## src/hw/rcs_defs.svh

```systemverilog
// constants of the reset cause and release timing block
`ifndef RCS_DEFS_SVH
`define RCS_DEFS_SVH
// apb word offsets
`define RCS_OFF_STATUS 12'h000
`define RCS_OFF_CLKSEL 12'h004
`define RCS_OFF_TIMING 12'h008
// status bit positions
`define RCS_B_TRAP 15
`define RCS_B_BADOP 14
`define RCS_B_VREG 8
`define RCS_B_PIN 7
`define RCS_B_SWR 6
`define RCS_B_SWDT 5
`define RCS_B_WATCHDOG_TIMEOUT_FLAG 4
`define RCS_B_SLEEP 3
`define RCS_B_IDLE 2
`define RCS_B_BOR 1
`define RCS_B_POR 0
// implemented bits of the status word
`define RCS_STATUS_MASK 16'hC1FF
`define RCS_STATUS_POR_VAL 16'h0003
// times in nanoseconds, clock period in ns
`define RCS_CLK_NS 5
`define RCS_T_POR_NS 10000
`define RCS_T_STARTUP_NS 20000
`define RCS_T_POWER_UP_TIMER_NS 64000000
`define RCS_T_RST_NS 20000
`define RCS_T_LOCK_NS 20000
`define RCS_T_CLOCK_FAIL_MONITOR_NS 100000
`define RCS_OST_COUNT 1024
// oscillator select codes
`define RCS_OSC_PRI 3'h2
`define RCS_OSC_PRIPLL 3'h3
`define RCS_OSC_SEC 3'h4
`define RCS_OSC_FRCPLL 3'h1
`endif

```

## src/hw/rcs_pkg.sv

```systemverilog
// types of the reset cause and release timing block
package rcs_pkg;
    // reset source pulses, one bit per cause
    typedef struct packed {
        logic por;
        logic bor;
        logic pin;
        logic instruction_reset_flag;
        logic wdt;
        logic trap;
        logic badop;
    } rcs_src_type;
    // sequencer states
    typedef enum logic [1:0] {ST_HOLD, ST_RUN, ST_WAKE} rcs_state_type;
endpackage : rcs_pkg

```

## src/hw/rcs_sync.sv

```systemverilog
// three stage synchroniser, change accepted when stages two and three agree
`timescale 1ns/1ps
module rcs_sync (
    input wire logic clk_sys_in,
    input wire logic rstn_in,
    input wire logic d_in,
    output logic q_out
);
    logic s1_ff;
    logic s2_ff;
    logic s3_ff;
    logic q_ff;
    // stage chain and agreement filter
    always_ff @(posedge clk_sys_in)
    begin
        if (!rstn_in)
        begin
            s1_ff <= 1'b0;
            s2_ff <= 1'b0;
            s3_ff <= 1'b0;
            q_ff <= 1'b0;
        end
        else
        begin
            s1_ff <= d_in;
            s2_ff <= s1_ff;
            s3_ff <= s2_ff;
            if (s2_ff == s3_ff)
                q_ff <= s3_ff;
        end
    end
    assign q_out = q_ff;
endmodule : rcs_sync

```

## src/hw/rcs_timer.sv

```systemverilog
// down counter that raises done when a loaded count runs out
`timescale 1ns/1ps
module rcs_timer #(
    parameter int W = 24
) (
    input wire logic clk_sys_in,
    input wire logic rstn_in,
    input wire logic load_in,
    input wire logic [W-1:0] count_in,
    output logic done_out
);
    logic [W-1:0] cnt_ff;
    // count down; only a longer load restarts, so loads only extend
    always_ff @(posedge clk_sys_in)
    begin
        if (!rstn_in)
            cnt_ff <= '0;
        else if (load_in && count_in > cnt_ff)
            cnt_ff <= count_in;
        else if (cnt_ff != '0)
            cnt_ff <= cnt_ff - 1'b1;
    end
    assign done_out = (cnt_ff == '0) && !load_in;
endmodule : rcs_timer

```

## src/hw/rcs_top.sv

```systemverilog
// reset cause recording, clock source choice and system reset release timing
`timescale 1ns/1ps
`include "rcs_defs.svh"
// Notes on behaviour
// - any active source asserts system reset
// - power-on clears all flags except bits 1 and 0
// - bit 15 trap conflict, cleared por/bor/software
// - bit 14 bad opcode/pointer, cleared por/bor
// - bits 13 to 9 read zero
// - bit 8 keeps regulator on in sleep
// - bit 7 pin reset, cleared by por only
// - bit 6 reset instruction, cleared por/bor
// - bit 5 enables watchdog, fuse overrides
// - bit 4 watchdog timeout, cleared by powersave
// - bits 3,2 sleep and idle entry flags
// - bit 1 por/bor, bit 0 por
// - software sets/clears flags, never resets
// - switching on: por/bor use config field
// - switching off: always config field
// - power-on holds por+startup+internal time
// - startup 20us regulator on, else 64ms
// - startup applied on wake if regulator on
// - bor startup+internal, others internal only
// - crystal sources wait 1024 oscillator periods
// - pll lock waits run alongside hold
// - monitor waits 100us after release
// - no fetch until clock released
module rcs_top #(
    parameter int CNT_W = 24,
    parameter int POWER_UP_TIMER_CYC = `RCS_T_POWER_UP_TIMER_NS / `RCS_CLK_NS,
    parameter int CLOCK_FAIL_MONITOR_CYC = `RCS_T_CLOCK_FAIL_MONITOR_NS / `RCS_CLK_NS,
    parameter int STARTUP_CYC = `RCS_T_STARTUP_NS / `RCS_CLK_NS
) (
    input wire logic clk_sys_in,
    input wire logic rstn_in,
    // apb slave
    input wire logic psel_in,
    input wire logic penable_in,
    input wire logic pwrite_in,
    input wire logic [11:0] paddr_in,
    input wire logic [31:0] pwdata_in,
    output logic [31:0] prdata_out,
    output logic pready_out,
    output logic pslverr_out,
    // reset sources and events, pulses in this clock domain; pin and pll lock are levels, the pin is synchronised
    input wire rcs_pkg::rcs_src_type src_in,
    input wire logic master_clear_pin_n_in,
    input wire logic sleep_enter_in,
    input wire logic idle_enter_in,
    input wire logic wake_in,
    input wire logic osc_tick_in,
    input wire logic pll_locked_in,
    // configuration straps
    input wire logic regulator_en_in,
    input wire logic clk_switch_en_in,
    input wire logic watchdog_fuse_enable_in,
    input wire logic [2:0] config_oscillator_select_in,
    input wire logic [2:0] current_oscillator_select_in,
    // outputs
    output logic system_reset_out,
    output logic clock_valid_out,
    output logic cpu_run_out,
    output logic monitor_active_out,
    output logic watchdog_en_out,
    output logic regulator_sleep_keepalive_out,
    output logic [2:0] reset_osc_select_out
);
    // ****************************************************************
    // cycle counts
    // ****************************************************************
    localparam int POR_CYC = (`RCS_T_POR_NS + `RCS_CLK_NS - 1) / `RCS_CLK_NS;
    localparam int RST_CYC = (`RCS_T_RST_NS + `RCS_CLK_NS - 1) / `RCS_CLK_NS;
    localparam int LOCK_CYC = (`RCS_T_LOCK_NS + `RCS_CLK_NS - 1) / `RCS_CLK_NS;

    // ****************************************************************
    // source decode
    // ****************************************************************
    logic pin_lvl; // synchronised pin level, high = asserted
    logic pin_q;
    logic pin_d_ff; // previous pin level
    rcs_sync u_pin (
        .clk_sys_in(clk_sys_in),
        .rstn_in(rstn_in),
        .d_in(~master_clear_pin_n_in),
        .q_out(pin_q)
    );
    assign pin_lvl = pin_q;
    wire pin_evt = (pin_lvl & ~pin_d_ff) | src_in.pin;
    wire por_e = src_in.por;
    wire bor_e = src_in.bor | src_in.por;
    wire any_src = src_in.por | src_in.bor | pin_evt | src_in.instruction_reset_flag | src_in.wdt
        | src_in.trap | src_in.badop;
    wire pwr_sleep = sleep_enter_in | idle_enter_in;

    // ****************************************************************
    // apb decode
    // ****************************************************************
    wire acc = psel_in & penable_in;
    wire wr = acc & pwrite_in;
    wire hit_st = paddr_in == `RCS_OFF_STATUS;
    wire hit_cs = paddr_in == `RCS_OFF_CLKSEL;
    wire hit_tm = paddr_in == `RCS_OFF_TIMING;
    wire hit = hit_st | hit_cs | hit_tm;
    wire wr_st = wr & hit_st;

    // ****************************************************************
    // status register
    // ****************************************************************
    logic [15:0] status_ff;
    logic [15:0] nxt_status;
    logic [15:0] hwset;
    logic [15:0] hwclr;
    // hardware set and clear masks per bit
    always_comb
    begin
        hwset = '0;
        hwclr = '0;
        hwset[`RCS_B_TRAP] = src_in.trap;
        hwset[`RCS_B_BADOP] = src_in.badop;
        hwset[`RCS_B_PIN] = pin_evt;
        hwset[`RCS_B_SWR] = src_in.instruction_reset_flag;
        hwset[`RCS_B_WATCHDOG_TIMEOUT_FLAG] = src_in.wdt;
        hwset[`RCS_B_SLEEP] = sleep_enter_in;
        hwset[`RCS_B_IDLE] = idle_enter_in;
        hwset[`RCS_B_BOR] = bor_e;
        hwset[`RCS_B_POR] = por_e;
        if (bor_e)
        begin
            hwclr[`RCS_B_TRAP] = 1'b1;
            hwclr[`RCS_B_BADOP] = 1'b1;
            hwclr[`RCS_B_SWR] = 1'b1;
            hwclr[`RCS_B_WATCHDOG_TIMEOUT_FLAG] = 1'b1;
            hwclr[`RCS_B_SLEEP] = 1'b1;
            hwclr[`RCS_B_IDLE] = 1'b1;
        end
        if (por_e)
            hwclr = `RCS_STATUS_MASK;
        if (pwr_sleep)
            hwclr[`RCS_B_WATCHDOG_TIMEOUT_FLAG] = 1'b1;
    end
    // software write first, then hardware clear, then hardware set wins
    always_comb
    begin
        nxt_status = status_ff;
        if (wr_st)
            nxt_status = pwdata_in[15:0];
        nxt_status = ((nxt_status & ~hwclr) | hwset) & `RCS_STATUS_MASK;
    end
    always_ff @(posedge clk_sys_in)
    begin
        if (!rstn_in)
            status_ff <= `RCS_STATUS_POR_VAL;
        else
            status_ff <= nxt_status;
    end

    // ****************************************************************
    // clock source choice
    // ****************************************************************
    logic [2:0] osc_ff;
    wire cfg_src = !clk_switch_en_in || bor_e;
    wire [2:0] nxt_osc = cfg_src ? config_oscillator_select_in
        : current_oscillator_select_in;
    always_ff @(posedge clk_sys_in)
    begin
        if (!rstn_in)
            osc_ff <= '0;
        else if (any_src)
            osc_ff <= nxt_osc;
    end
    wire is_pll = osc_ff == `RCS_OSC_PRIPLL || osc_ff == `RCS_OSC_FRCPLL;
    wire is_xtal = osc_ff == `RCS_OSC_PRI || osc_ff == `RCS_OSC_SEC
        || osc_ff == `RCS_OSC_PRIPLL;

    // ****************************************************************
    // hold timer
    // ****************************************************************
    wire [CNT_W-1:0] su_cyc = regulator_en_in ? CNT_W'(STARTUP_CYC)
        : CNT_W'(POWER_UP_TIMER_CYC);
    logic [CNT_W-1:0] hold_cnt;
    // longest applicable hold wins when causes coincide
    always_comb
    begin
        hold_cnt = CNT_W'(RST_CYC);
        if (src_in.bor)
            hold_cnt = su_cyc + CNT_W'(RST_CYC);
        if (por_e)
            hold_cnt = CNT_W'(POR_CYC) + su_cyc + CNT_W'(RST_CYC);
    end
    logic hold_done;
    rcs_timer #(.W(CNT_W)) u_hold (
        .clk_sys_in(clk_sys_in),
        .rstn_in(rstn_in),
        .load_in(any_src),
        .count_in(hold_cnt),
        .done_out(hold_done)
    );

    // ****************************************************************
    // oscillator start-up and pll lock, in parallel with hold
    // ****************************************************************
    logic [10:0] ost_ff;
    logic [CNT_W-1:0] lock_ff;
    logic [CNT_W-1:0] mon_ff;
    logic [CNT_W-1:0] wake_ff;
    wire ost_ok = !is_xtal || ost_ff == 11'(`RCS_OST_COUNT);
    wire lock_ok = !is_pll || (lock_ff == '0 && pll_locked_in);
    // counters restart on every reset source
    always_ff @(posedge clk_sys_in)
    begin
        if (!rstn_in || any_src)
        begin
            ost_ff <= '0;
            lock_ff <= CNT_W'(LOCK_CYC);
        end
        else
        begin
            if (osc_tick_in && !ost_ok)
                ost_ff <= ost_ff + 11'h001;
            if (lock_ff != '0)
                lock_ff <= lock_ff - 1'b1;
        end
    end

    // ****************************************************************
    // sequencer
    // ****************************************************************
    rcs_pkg::rcs_state_type st_ff;
    logic system_reset_ff;
    logic clkv_ff;
    logic run_ff;
    logic mon_on_ff;
    logic armed_ff; // a source has loaded the hold timer since rstn_in
    always_ff @(posedge clk_sys_in)
    begin
        if (!rstn_in)
        begin
            st_ff <= rcs_pkg::ST_HOLD;
            system_reset_ff <= 1'b1;
            clkv_ff <= 1'b0;
            run_ff <= 1'b0;
            mon_on_ff <= 1'b0;
            mon_ff <= '0;
            wake_ff <= '0;
            armed_ff <= 1'b0;
        end
        else if (any_src)
        begin
            st_ff <= rcs_pkg::ST_HOLD;
            system_reset_ff <= 1'b1;
            clkv_ff <= 1'b0;
            run_ff <= 1'b0;
            mon_on_ff <= 1'b0;
            armed_ff <= 1'b1;
        end
        else
        begin
            clkv_ff <= ost_ok && lock_ok;
            case (st_ff)
                rcs_pkg::ST_HOLD:
                begin
                    // rstn_in alone never releases, a source must arm the hold
                    if (hold_done && armed_ff)
                    begin
                        system_reset_ff <= 1'b0;
                        mon_ff <= CNT_W'(CLOCK_FAIL_MONITOR_CYC);
                        st_ff <= rcs_pkg::ST_RUN;
                    end
                end
                rcs_pkg::ST_RUN:
                begin
                    run_ff <= ost_ok && lock_ok;
                    if (mon_ff != '0)
                        mon_ff <= mon_ff - 1'b1;
                    mon_on_ff <= (is_pll || is_xtal) && mon_ff == '0;
                    if (wake_in && regulator_en_in)
                    begin
                        run_ff <= 1'b0;
                        wake_ff <= CNT_W'(STARTUP_CYC);
                        st_ff <= rcs_pkg::ST_WAKE;
                    end
                end
                rcs_pkg::ST_WAKE:
                begin
                    if (wake_ff != '0)
                        wake_ff <= wake_ff - 1'b1;
                    else
                        st_ff <= rcs_pkg::ST_RUN;
                end
                default:
                    st_ff <= rcs_pkg::ST_HOLD;
            endcase
        end
    end

    // ****************************************************************
    // apb read and outputs
    // ****************************************************************
    logic [31:0] rd_ff;
    logic rdy_ff;
    logic err_ff;
    logic wdt_ff;
    logic vreg_ff;
    logic [2:0] oscout_ff;
    wire [31:0] rd_mux = hit_st ? {16'h0000, status_ff}
        : hit_cs ? {29'h0000_0000, osc_ff}
        : hit_tm ? {28'h0000_000, mon_on_ff, run_ff, clkv_ff, system_reset_ff} : 32'h0000_0000;
    always_ff @(posedge clk_sys_in)
    begin
        if (!rstn_in)
        begin
            rd_ff <= '0;
            rdy_ff <= 1'b0;
            err_ff <= 1'b0;
            wdt_ff <= 1'b1;
            vreg_ff <= 1'b0;
            pin_d_ff <= 1'b0;
            oscout_ff <= '0;
        end
        else
        begin
            rdy_ff <= psel_in && !penable_in;
            err_ff <= psel_in && !penable_in && !hit;
            rd_ff <= rd_mux;
            wdt_ff <= watchdog_fuse_enable_in || status_ff[`RCS_B_SWDT];
            vreg_ff <= status_ff[`RCS_B_VREG];
            pin_d_ff <= pin_lvl;
            oscout_ff <= osc_ff;
        end
    end
    assign prdata_out = rd_ff;
    assign pready_out = rdy_ff;
    assign pslverr_out = err_ff;
    assign system_reset_out = system_reset_ff;
    assign clock_valid_out = clkv_ff;
    assign cpu_run_out = run_ff;
    assign monitor_active_out = mon_on_ff;
    assign watchdog_en_out = wdt_ff;
    assign regulator_sleep_keepalive_out = vreg_ff;
    assign reset_osc_select_out = oscout_ff;
endmodule : rcs_top

```

## config.mk

```make
export PLATFORM = sky130hd
export DESIGN_NAME = rcs_top
export DESIGN_NICKNAME = d
export VERILOG_FILES = /design/src/hw/rcs_pkg.sv /design/src/hw/rcs_sync.sv /design/src/hw/rcs_timer.sv /design/src/hw/rcs_top.sv
export VERILOG_INCLUDE_DIRS = /design/src /design/src/hw
export SDC_FILE = /design/constraint.sdc
export NUM_CORES = 1
export LEC_CHECK = 0
export BUFFER_PORTS_ARGS = -buffer_cell sky130_fd_sc_hd__buf_4
export CELL_PAD_IN_SITES_DETAIL_PLACEMENT = 0
export CELL_PAD_IN_SITES_GLOBAL_PLACEMENT = 1
export CORE_MARGIN = 2
export CORE_UTILIZATION = 47
export DETAILED_ROUTE_END_ITERATION = 12
export PLACE_DENSITY_LB_ADDON = 0.1
export SYNTH_ARGS = -nofsm -noshare
export SYNTH_HDL_FRONTEND = slang
export SYNTH_HIERARCHICAL = 1
export SYNTH_SLANG_ARGS = --single-unit
```

## constraint.sdc

```tcl
create_clock -name clk_sys_in -period 7.69 [get_ports clk_sys_in]
set_input_delay 0.3845 -clock clk_sys_in [delete_from_list [all_inputs] [get_ports clk_sys_in]]
set_output_delay 0.3845 -clock clk_sys_in [all_outputs]
set_load 0.05 [all_outputs]
```

After elaboration in Yosys (flattened, before gate mapping):

Cells that the tools add are included.

* register bits after elaboration: 177
* bits in latches: 0
* bits in writable memories: 0
* ROM bits: 0
* input port bits: 71
* output and inout port bits: 43
* logic and storage cells: 142
* memories kept: 0

* $add $sub $neg: 8
* $mul: 0
* div/mod/pow operators: 0
* magnitude comparators: 1
* eq/ne operators: 15
* shifts and indexed selects: 0
* mux-type cells: 26
* bitwise operators: 21
* reductions and logical operators: 45

Operators with widths (number)
* $mux W24: 9
* $pmux W24 S2: 2
* $reduce_bool A24 Y1: 4
* $sub A24 B1 Y24 const B: 4
* $logic_not A24 Y1: 3
* $add A24 B12 Y24 const B: 2
* $mux W16: 3
* $add A11 B24 Y24 const A: 1
* $gt A24 B24 Y1: 1
* $and A16 B16 Y16: 1
* $not A16 Y16: 1
* $or A16 B16 Y16: 1
* $eq A12 B3 Y1 const B: 1
* $eq A12 B4 Y1 const B: 1
* $logic_not A12 Y1: 1
* $add A11 B1 Y11 const B: 1
* $eq A11 B11 Y1 const B: 1
* $logic_and A1 B1 Y1: 10
* $ne A2 B2 Y1 const B: 5
* $or A1 B1 Y1: 10
* $logic_or A1 B1 Y1: 9
* $logic_not A1 Y1: 8
* $mux W2: 4
* $mux W4: 2
* other kinds (18): 31

Logic depth before layout (Yosys ltp):

Gate-level depths: netlist of run 1.

* word-level depth: 13
* gate-level depth with buffers: 13
* mapped depth without buffers: 10

Modules after synthesis:

The synthesis of run 1 kept the hierarchy.

By module, submodules not included
* rcs_top: instances 1, cells an instance 712, area an instance 6218.5 um^2, seq. area each 2462.4 um^2
* rcs_timer: instances 1, cells an instance 260, area an instance 2038.2 um^2, seq. area each 480.5 um^2
* rcs_sync: instances 1, cells an instance 10, area an instance 116.4 um^2, seq. area each 80.1 um^2

Worst setup path after synthesis of run 1:

No wires, ideal clock.

* path type: reg-to-reg
* start: register u_hold.cnt_ff[15]
* end: register mon_ff[12]
* library setup time: 0.071 ns
* arrival time: 2.775 ns
* required time: 7.619 ns
* setup slack: 4.844 ns
* cell stages (with the launch flop): 10
* buffers on the path: 0
* period minus slack after synthesis: 2.846 ns
* cells stage by stage: dfxtp_1 -> or4_4 -> nor3_4 -> nand3_1 -> nor2_1 -> nand3_1 -> o21ai_0 -> o311ai_4 -> or4_2 -> a21oi_1

* cells in the longest elaborated chain, start to end: 5

Ends and longest elaborated chain
* start, declared: RTL line rcs_timer.sv:12 `logic [W-1:0] cnt_ff;`
* start signal, assigned: RTL line rcs_timer.sv:19 `cnt_ff <= count_in;`
* start signal, assigned: RTL line rcs_timer.sv:21 `cnt_ff <= cnt_ff - 1'b1;`
* $logic_not A24 Y1: RTL line rcs_timer.sv:23 `assign done_out = (cnt_ff == '0) && !load_in;`
* $logic_and A1 B1 Y1: RTL line rcs_timer.sv:23
* via hold_done: RTL line rcs_top.sv:190 `logic hold_done;`
* $logic_and A1 B1 Y1: RTL line rcs_top.sv:263 `if (hold_done && armed_ff)`
* $ne A2 B2 Y1 (no source line)
* $reduce_and A4 Y1 (no source line)
* end signal, assigned: RTL line rcs_top.sv:266 `mon_ff <= CNT_W'(CLOCK_FAIL_MONITOR_CYC);`
* end signal, assigned: RTL line rcs_top.sv:274 `mon_ff <= mon_ff - 1'b1;`
* end, declared: RTL line rcs_top.sv:204 `logic [CNT_W-1:0] mon_ff;`

The timed path passes the listed nets, and every way through them passes these cells.
A chain may end at the register's enable or synchronous reset.

Final worst setup path of run 1:

* start: register u_hold.cnt_ff[11]
* end: register mon_ff[12]

The elaborated chain is that of the path after synthesis.

==> metrics, run 1 <==
status completed; IO buf count 71; WP buf/inv 1; Slowest Stage Delay on Critical Path roughly 0.63 ns; critical path type register to register; Final nets between 1000 and 1500; Least-Margin Pin Slew 1.09 ns; Crit path max-delay family simple AND/OR/NAND/NOR gates; Slew headroom 27.5%; CTS sink count 151; Hold Violations, Final 0; clk buf depth 2; mux contribution to synthesized area 4.06%; CP max-delay cell or4_1; most frequent cells in the layout dfxtp_1, nand2_1, buf_4; Worst R2R End mon_ff[12]$_SDFFE_PN0P_; diode count 0; fillcell total 1658; Worst EP required about 8.0 ns; final period utilization ~46%; register area share after synthesis 36.1%; Async SR Flop Fraction 0%; via count 7172; Post-DRT Antenna Nets 0; crit-path cells or4_1 -> nor3_4 -> nand3_1 -> nor2_1 -> nand3_1 -> o21ai_0 -> o311ai_4 -> buf_4 -> or4_2 -> a21oi_1; CTS tree built; fin crit period around 3.6 ns; I/O Pins around 110; Post-Syn Instances around 980; GRT Total Usage 22.0%; Max Fclk ~0.28 GHz; antenna violations before repair 0; chip height approximately 140 um; Starting Density 48.2%; post-synthesis adder-cell area fraction 5.53%; R2R depth 10; XOR/XNOR share of the synthesized area 4.39%; Clock Pin Slew Worst Setup and Hold Paths 0.06 ns; CTS resizes 0; FF-to-FF Start u_hold/cnt_ff[11]$_SDFFE_PN0P_; CP startpoint kind register; Synth Area in Simple Gates approximately 29%; CP Depth 10; Avg Inst Size Synth 8.53 sq um; DRC errors left 0; ys flop type dfxtp_1; largest family of logic cells by synthesized area simple AND/OR/NAND/NOR gates; CTS hold repair buffers 0; Post-DP HPWL 14100 um; CTS root buf clkbuf_16; # setup viols final 0; mapped cell area roughly 8400 sq um; final instance area about 9600 sq um; first-pass GRT wire length approximately 33000 um; Power per Cell Area 218 nW/um^2; H-tree Lvls 4; Area after DPL 9010 sq um; Compound-Gate Fraction of Synth Area about 14%; Area Overhead vs Synth 14.7%; later-pin clock latency in the skew report between 0.4 and 0.5 ns; pin count of the biggest net entering global routing 31; drt wl/cell 15.2 um; synth unique cells 84; Starting DRT DRC Count ~450; crit path capture mon_ff[12]$_SDFFE_PN0P_; Worst Path Max Fanout 25; Hold Path Class input port to register; Setup Skew 0.0108 ns; most frequent CP cell nand3_1; crit path launch u_hold/cnt_ff[11]$_SDFFE_PN0P_; die area 18900 sq um; Die W 137 um; final setup TNS 0 ns; Inserted Clock Buffers 17; WL final 19700 um; Core Rows 48; Max Cap Violations 0; total leakage power 3.77 nW; worst ir drop on vdd 209 uV; layout cell share with drive strength beyond 1 14.6%; Worst Path Arrival 3.90 ns; Setup crit end kind register; fin. max-slew vios 0; GRT overflow 0; RSZ-0062 raised after global routing no; flop2flop setup slack 4.14 ns; vias in the first global route 6764; Post-CTS Setup Inserts 0; global placer's final weighted congestion 0.788; FF+latch count, synth between 150 and 200; EDFF count, synth 0; YS warnings 6; CORE AREA between 15000 and 20000 sq um; DR vias/cell 5.53; most common cell after layout, fill and taps aside dfxtp_1; Pre-antenna DRT Iters 5
-- cell type report --
type                            count  area [sq um]  share of cell area [%]
Clock inverter                     15           175                    1.82
Tap cell                          225           282                    2.93
Multi-Input combinational cell    765          4960                    51.6
Inverter                           50           188                    1.95
Sequential cell                   151          3020                    31.5
Clock buffer                       17           425                    4.43
Timing Repair Buffer               74           556                    5.78
-- synthesized netlist by cell type (5+ instances only) --
cell      instances  area, sq um
a211oi_1          5         37.5
a21oi_1          49          245
a311oi_1          5         43.8
a31oi_1          11         68.8
and2_1           17          106
and3_1            7         43.8
and4_1            9         78.8
buf_2             5         25.0
buf_4            24          180
clkbuf_1         23         86.3
dfxtp_1         151         3020
ha_1             37          463
inv_1            49          184
mux2i_1          34          340
nand2_1         102          383
nand2b_1         15         93.8
nand3_1          36          180
nand4_1          19          119
nor2_1           59          221
nor2b_1           5         31.3
nor3_1           22          110
nor4_1           23          144
nor4_2            5         62.6
o211ai_1         11         82.6
o21ai_0          34          170
o21ai_1           8         40.0
o31ai_1          19          143
or2_2             6         37.5
or3_1            35          219
or4_1            24          180
or4_2             5         43.8
or4_4             5         56.3
xnor2_1          34          298
xor2_1            8         70.1
-- kinds of logic (layout without fill, tap and decap cells) --
kind of cell               after synthesis  after routing
adders and majority gates               37             37
buffers and inverters                  109            156
xor gates and xnor gates                42             42
DFF                                    151            151
and+or+nand+nor                        424            424
other                                    2             45
AOI/OAI and AO/OA                      183            183
muxes                                   34             34
-- stage by stage --
| stage | util [%] | worst slack (ns) | cells | power, mW | hold WS (ns) |
|---|---|---|---|---|---|
| finish | 55.4 | 4.14 | 1297 | 2.09 | 0.133 |
| global route | 55.4 | 3.85 | 1297 | 2.20 | 0.136 |
| CTS | 55.4 | 4.13 | 1297 | 2.11 | 0.118 |
| detailed placement | 51.9 | 4.00 | 1265 | 1.25 | 0.435 |
| global placement | 51.9 | 4.05 | 1265 | 1.25 | 0.435 |
| floorplan | - | 4.84 | 1025 | 1.17 | 0.406 |
-- registers in the layout, summed over array words and instances (netlist names), 2 cells and up --
name,cells
st_ff,2
status_ff,11
u_hold/cnt_ff,24
lock_ff,24
reset_osc_select_out,3
prdata_out,11
wake_ff,24
osc_ff,3
ost_ff,11
mon_ff,24
-- power breakdown --
part | leakage (nW) | internal, mW | switching (mW)
logic | 2.24 | 0.153 | 0.221
registers | 1.23 | 0.818 | 0.0392
clock network | 0.303 | 0.512 | 0.347
total | 3.77 | 1.48 | 0.607
-- metal layers --
layer	track usage [%]	vias to the layer above	part of all wire [%]
met2	36.3	123	46
met5	0	-	0
met3	4.49	27	4.6
li1	-	3673	-
met1	29.1	3349	48
met4	6.70	0	1.6
-- worst min-delay path by stage --
| stage | slack [ns] | to | cells past startpoint | start |
|---|---|---|---|---|
| final | 0.13 | pready_out$_SDFF_PN0_ | 2 | penable_in |
| after global routing | 0.14 | pready_out$_SDFF_PN0_ | 2 | penable_in |
| after CTS | 0.12 | pready_out$_SDFF_PN0_ | 2 | penable_in |
| after detailed placement | 0.43 | u_pin/s2_ff$_SDFF_PN0_ | 1 | u_pin/s1_ff$_SDFF_PN0_ |
| after global placement | 0.43 | u_pin/s2_ff$_SDFF_PN0_ | 1 | u_pin/s1_ff$_SDFF_PN0_ |
| after floorplan | 0.41 | u_pin/s2_ff$_SDFF_PN0_ | 1 | u_pin/s1_ff$_SDFF_PN0_ |
No activity file was read; power rests on OpenSTA's default activity.
==> run 2, diff against run 1 <==
--- a/config.mk
+++ b/config.mk
@@ -10,7 +10,7 @@
 export CELL_PAD_IN_SITES_DETAIL_PLACEMENT = 0
 export CELL_PAD_IN_SITES_GLOBAL_PLACEMENT = 1
 export CORE_MARGIN = 2
-export CORE_UTILIZATION = 47
+export CORE_UTILIZATION = 40
 export DETAILED_ROUTE_END_ITERATION = 12
 export PLACE_DENSITY_LB_ADDON = 0.1
 export SYNTH_ARGS = -nofsm -noshare
==> constraint.sdc (replaced) <==
create_clock -name clk_sys_in -period 2.9 [get_ports clk_sys_in]
set_input_delay 0.145 -clock clk_sys_in [delete_from_list [all_inputs] [get_ports clk_sys_in]]
set_output_delay 0.145 -clock clk_sys_in [all_outputs]
set_load 0.05 [all_outputs]
==> metrics, run 2 (synthesized netlist as in run 1, its figures left out) <==
final instance area between 10000 and 15000 sq um; CTS sink count 151; H-tree Lvls 4; CTS tree built; Setup crit end kind register; Max Cap Violations 0; antenna violations before repair 0; Worst R2R End mon_ff[19]$_SDFFE_PN0P_; final period utilization 93.9%; Least-Margin Pin Slew 0.763 ns; CORE AREA 20400 sq um; Hold Path Stages 3; # setup viols final 0; met2 Usage GRT 32.2%; Hold Path Class input port to register; vias in the first global route 7116; FF-to-FF Start u_hold/cnt_ff[11]$_SDFFE_PN0P_; Setup Skew 0.0117 ns; I/O Pins 114; GRT busiest layer met2; Worst Path Arrival around 3.1 ns; Core Rows 52; Pre-antenna DRT Iters 4; Max Fclk around 0.37 GHz; most frequent cells in the layout dfxtp_1, buf_4, nand2_1; Inserted Clock Buffers 17; DR vias/cell between 5 and 6; RSZ-0062 raised after global routing no; Power per Cell Area 536 nW/um^2; Worst Path Max Fanout 7; global placer's final weighted congestion a little under 0.8; Clock Pin Slew Worst Setup and Hold Paths 0.07 ns; chip height about 150 um; Post-DRT Antenna Nets 0; total leakage power 4.12 nW; Post-DP HPWL 15300 um; R2R depth 10; Util after Layout 50.8%; Hold Violations, Final 0; die area 22100 sq um; Total Power about 5.5 mW; worst ir drop on vdd 360 uV; pin count of the biggest net entering global routing 33; GRT Total Usage 19.8%; flop2flop setup slack 0.18 ns; Slew headroom 48.9%; Worst EP required 3.27 ns; met1 global-route usage around a quarter; fin. max-slew vios 0; fin crit period 2.72 ns; DRC errors left 0; Area after DPL 9480 sq um; HP Start pwdata_in[3]; IO buf count 71; clk buf depth 2; WL final about 21000 um; GRT overflow 0; Starting Density 41.1%; Area Overhead vs Synth 23.6%; CP startpoint kind register; diode count 0; met3 usage under 10%; later-pin clock latency in the skew report 0.43 ns; layout cell share with drive strength beyond 1 18.9%; final setup TNS 0 ns; critical path type register to register; status completed; most common cell after layout, fill and taps aside dfxtp_1; Hold EP status_ff[3]$_SDFF_PN0_; via count 7427; first-pass GRT wire length 35300 um; drt wl/cell 15.0 um; Final nets 1250; Starting DRT DRC Count 323; Die W between 100 and 150 um; CTS root buf clkbuf_16
run 2: cell types whose count changed in the layout (fill, tap and decap cells not counted), sizes merged:
cell	previous run	this run
buf	74	132
bufinv	3	0
clkbuf	17	18
clkinv	9	4
clkinvlp	0	4
dlygate4sd3	0	24
inv	53	56
o311ai	1	2
run 2: worst max-delay path by stage:
stage	start	end	slack [ns]	cells after the start
2_1_floorplan	u_hold/cnt_ff[15]$_SDFFE_PN0P_	mon_ff[12]$_SDFFE_PN0P_	0.05	9
3_3_place_gp	u_hold/cnt_ff[11]$_SDFFE_PN0P_	mon_ff[19]$_SDFFE_PN0P_	-0.03	10
3_5_place_dp	u_hold/cnt_ff[11]$_SDFFE_PN0P_	mon_ff[19]$_SDFFE_PN0P_	-0.07	10
4_1_cts	u_hold/cnt_ff[11]$_SDFFE_PN0P_	mon_ff[19]$_SDFFE_PN0P_	0.1	10
5_1_grt	u_hold/cnt_ff[11]$_SDFFE_PN0P_	mon_ff[7]$_SDFFE_PN0P_	0.001	10
6_report	u_hold/cnt_ff[11]$_SDFFE_PN0P_	mon_ff[19]$_SDFFE_PN0P_	0.18	10
run 2: per-layer routing:
metal  up-vias  part of all wire [%]
li1       3826                     -
met1      3464                    50
met2       113                    45
met3        24                   3.2
met4         0                   1.6
met5         -                     0
run 2: metrics by stage:
step / instances / hold slack [ns] / setup WS (ns)
6_report: 1425 / 0.0148 / 0.177
5_1_grt: 1425 / 0.0285 / 0.00108
4_1_cts: 1425 / 0.0166 / 0.0994
3_5_place_dp: 1364 / 0.330 / -0.0734
3_3_place_gp: 1364 / 0.329 / -0.0267
2_1_floorplan: 1025 / 0.224 / 0.0544
run 2: power by group:
group | switching [mW] | internal [mW] | leakage (nW)
Clock | 0.961 | 1.11 | 0.258
Sequential | 0.0804 | 2.17 | 1.23
Combinational | 0.666 | 0.557 | 2.64
run 2: final cells by class:
cell class	count	area, sq um
flip-flops and latches	151	3020
clock inverters	14	115
inverters	50	188
multi-input cells	766	5010
clock buffers	18	429
well taps	270	338
repair buffers	156	1240
fillers	1997	10000
run 2: repair_timing:
| action | CTS | global route |
|---|---|---|
| gates cloned | 1 | 0 |
| hold endpoints to repair | 18 | 0 |
| hold buffers | 24 | 0 |
| setup endpoints to repair | 8 | 14 |
| pin swaps | 1 | 3 |
| gates resized for setup | 3 | 4 |
| buffers inserted | 4 | 0 |
run 2: critical path, cell delays in order, from the launching register on:
cell	delay, ns
dfxtp_1	0.31
or4_4	0.56
nor3_4	0.23
nand3_2	0.13
nor2_2	0.13
nand3_1	0.15
o21ai_4	0.14
o311ai_4	0.20
buf_4	0.21
or4_1	0.46
a21oi_1	0.15
==> run 3, diff against run 2 <==
--- a/config.mk
+++ b/config.mk
@@ -9,10 +9,11 @@
 export BUFFER_PORTS_ARGS = -buffer_cell sky130_fd_sc_hd__buf_4
 export CELL_PAD_IN_SITES_DETAIL_PLACEMENT = 0
 export CELL_PAD_IN_SITES_GLOBAL_PLACEMENT = 1
+export CORE_ASPECT_RATIO = 1.4
 export CORE_MARGIN = 2
 export CORE_UTILIZATION = 40
 export DETAILED_ROUTE_END_ITERATION = 12
-export PLACE_DENSITY_LB_ADDON = 0.1
+export PLACE_DENSITY = 0.8
 export SYNTH_ARGS = -nofsm -noshare
 export SYNTH_HDL_FRONTEND = slang
 export SYNTH_HIERARCHICAL = 1
==> metrics, run 3 (synthesized netlist as in run 1, its figures left out) <==
status completed; CTS root buf clkbuf_16; Slew headroom 48.4%; Post-DP HPWL around 15000 um; R2R depth 10; RSZ-0062 raised after global routing no; Hold EP status_ff[14]$_SDFF_PN0_; Worst EP required 3.26 ns; later-pin clock latency in the skew report 0.43 ns; critical path type register to register; I/O Pins 114; met2 Usage GRT 33.4%; pin count of the biggest net entering global routing 30; most frequent cells in the layout dfxtp_1, buf_4, nand2_1; CP max-delay cell or4_2; Least-Margin Pin Slew a little under 0.8 ns; Max Cap Violations 0; Worst Path Arrival 3.11 ns; crit-path cells or4_4 -> nor3_4 -> nand3_2 -> nor2_2 -> nand3_1 -> o21ai_2 -> o311ai_4 -> buf_4 -> or4_2 -> a21oi_1; met1 global-route usage between 20% and 30%; fin crit period roughly 2.7 ns; die area 22100 sq um; FF-to-FF Start u_hold/cnt_ff[15]$_SDFFE_PN0P_; Clock Pin Slew Worst Setup and Hold Paths about 0.070 ns; Starting DRT DRC Count about 410; global placer's final weighted congestion roughly 0.83; first-pass GRT wire length between 30000 and 40000 um; CORE AREA 20600 sq um; CTS tree built; final setup TNS 0 ns; Hold Violations, Final 0; HP Start pwdata_in[14]; worst ir drop on vdd 402 uV; GRT Total Usage 18.6%; Post-DRT Antenna Nets 0; Inserted Clock Buffers 17; Slowest Stage Delay on Critical Path 0.60 ns; WL final 20300 um; fin. max-slew vios 0; antenna violations before repair 0; chip height 175 um; Final nets 1244; Area Overhead vs Synth 23.4%; Hold Path Stages 3; Worst R2R End mon_ff[17]$_SDFFE_PN0P_; most common cell after layout, fill and taps aside dfxtp_1; WP buf/inv 1; IO buf count approximately 70; fillcell total a little under 2000; Setup Skew 0.0116 ns; GRT busiest layer met2; H-tree Lvls 4; total leakage power 4.14 nW; final period utilization between 90% and 100%; CTS sink count 151; Worst Path Max Fanout 8; layout cell share with drive strength beyond 1 18.5%; Total Power ~5.8 mW; vias in the first global route just over 7000; Setup crit end kind register; Power per Cell Area about 560 nW/um^2; Starting Density 40.7%; via count 7429; flop2flop setup slack 0.16 ns; Die W 126 um; DR vias/cell approximately 5.3; Crit path max-delay family simple AND/OR/NAND/NOR gates; Core Rows 62; Pre-antenna DRT Iters 5; drt wl/cell around 14 um; met3 usage under 10%; GRT overflow 0; DRC errors left 0; clk buf depth 2; CP startpoint kind register; Max Fclk 0.364 GHz; # setup viols final 0; Hold Path Class input port to register; diode count 0
-- run 3: cell types whose count changed in the layout (fill, tap and decap cells not counted), moves of 2 or more --
| cell | before | now |
|---|---|---|
| buf_4 | 131 | 125 |
| bufinv_16 | 0 | 3 |
| clkinvlp_4 | 4 | 1 |
| clkinv_4 | 2 | 0 |
-- run 3: how the worst max path moves through the flow --
| stage | start | to | cells after the start |
|---|---|---|---|
| 2_1_floorplan | u_hold/cnt_ff[15]$_SDFFE_PN0P_ | mon_ff[12]$_SDFFE_PN0P_ | 9 |
| 3_3_place_gp | u_hold/cnt_ff[11]$_SDFFE_PN0P_ | mon_ff[7]$_SDFFE_PN0P_ | 10 |
| 3_5_place_dp | u_hold/cnt_ff[11]$_SDFFE_PN0P_ | mon_ff[7]$_SDFFE_PN0P_ | 10 |
| 4_1_cts | u_hold/cnt_ff[11]$_SDFFE_PN0P_ | mon_ff[7]$_SDFFE_PN0P_ | 10 |
| 5_1_grt | u_hold/cnt_ff[15]$_SDFFE_PN0P_ | mon_ff[16]$_SDFFE_PN0P_ | 11 |
| 6_report | u_hold/cnt_ff[15]$_SDFFE_PN0P_ | mon_ff[17]$_SDFFE_PN0P_ | 10 |
-- run 3: stage by stage --
stage                     cells  area [sq um]  hold slack, ns  setup slack, ns  utilization (%)
final                      1405         10300          0.0169            0.156             50.2
after global routing       1405         10300          0.0227           0.0396             50.2
after CTS                  1402         10300         0.00119          0.00485             50.0
after detailed placement   1346          9430           0.327           0.0453             45.9
after global placement     1346          9430           0.326           0.0673             45.9
after floorplan            1025          8530           0.224           0.0544                -
-- run 3: metal layers --
layer	part of all wire [%]	routed length (um)	vias to the layer above
li1	-	-	3820
met1	44	8960	3451
met2	51	10300	134
met3	3.4	695	24
met4	1.5	310	0
met5	0	0	-
-- run 3: power breakdown --
| part | total (mW) | internal (mW) | switching, mW |
|---|---|---|---|
| clock network | 2.34 | 1.38 | 0.956 |
| registers | 2.25 | 2.17 | 0.0815 |
| logic | 1.19 | 0.548 | 0.645 |
-- run 3: timing repair --
action,4_1_cts,5_1_grt
hold endpoints to repair,20,0
endpoints found under the setup margin,0,18
gates resized for setup,0,6
buffers inserted,0,3
hold buffers,24,0
-- run 3: layout make-up --
cell class,instances,area (sq um),share of cell area [%]
clock buffers,18,429,4.15
clock inverters,14,185,1.79
inverters,50,188,1.82
multi-input cells,765,4980,48.2
flip-flops and latches,151,3020,29.3
well taps,256,320,3.10
repair buffers,151,1200,11.7
-- run 3: tightest hold or removal path, cell delays in order --
cell and delay, ns:
buf_4 0.08, mux2i_1 0.05, o21ai_0 0.14
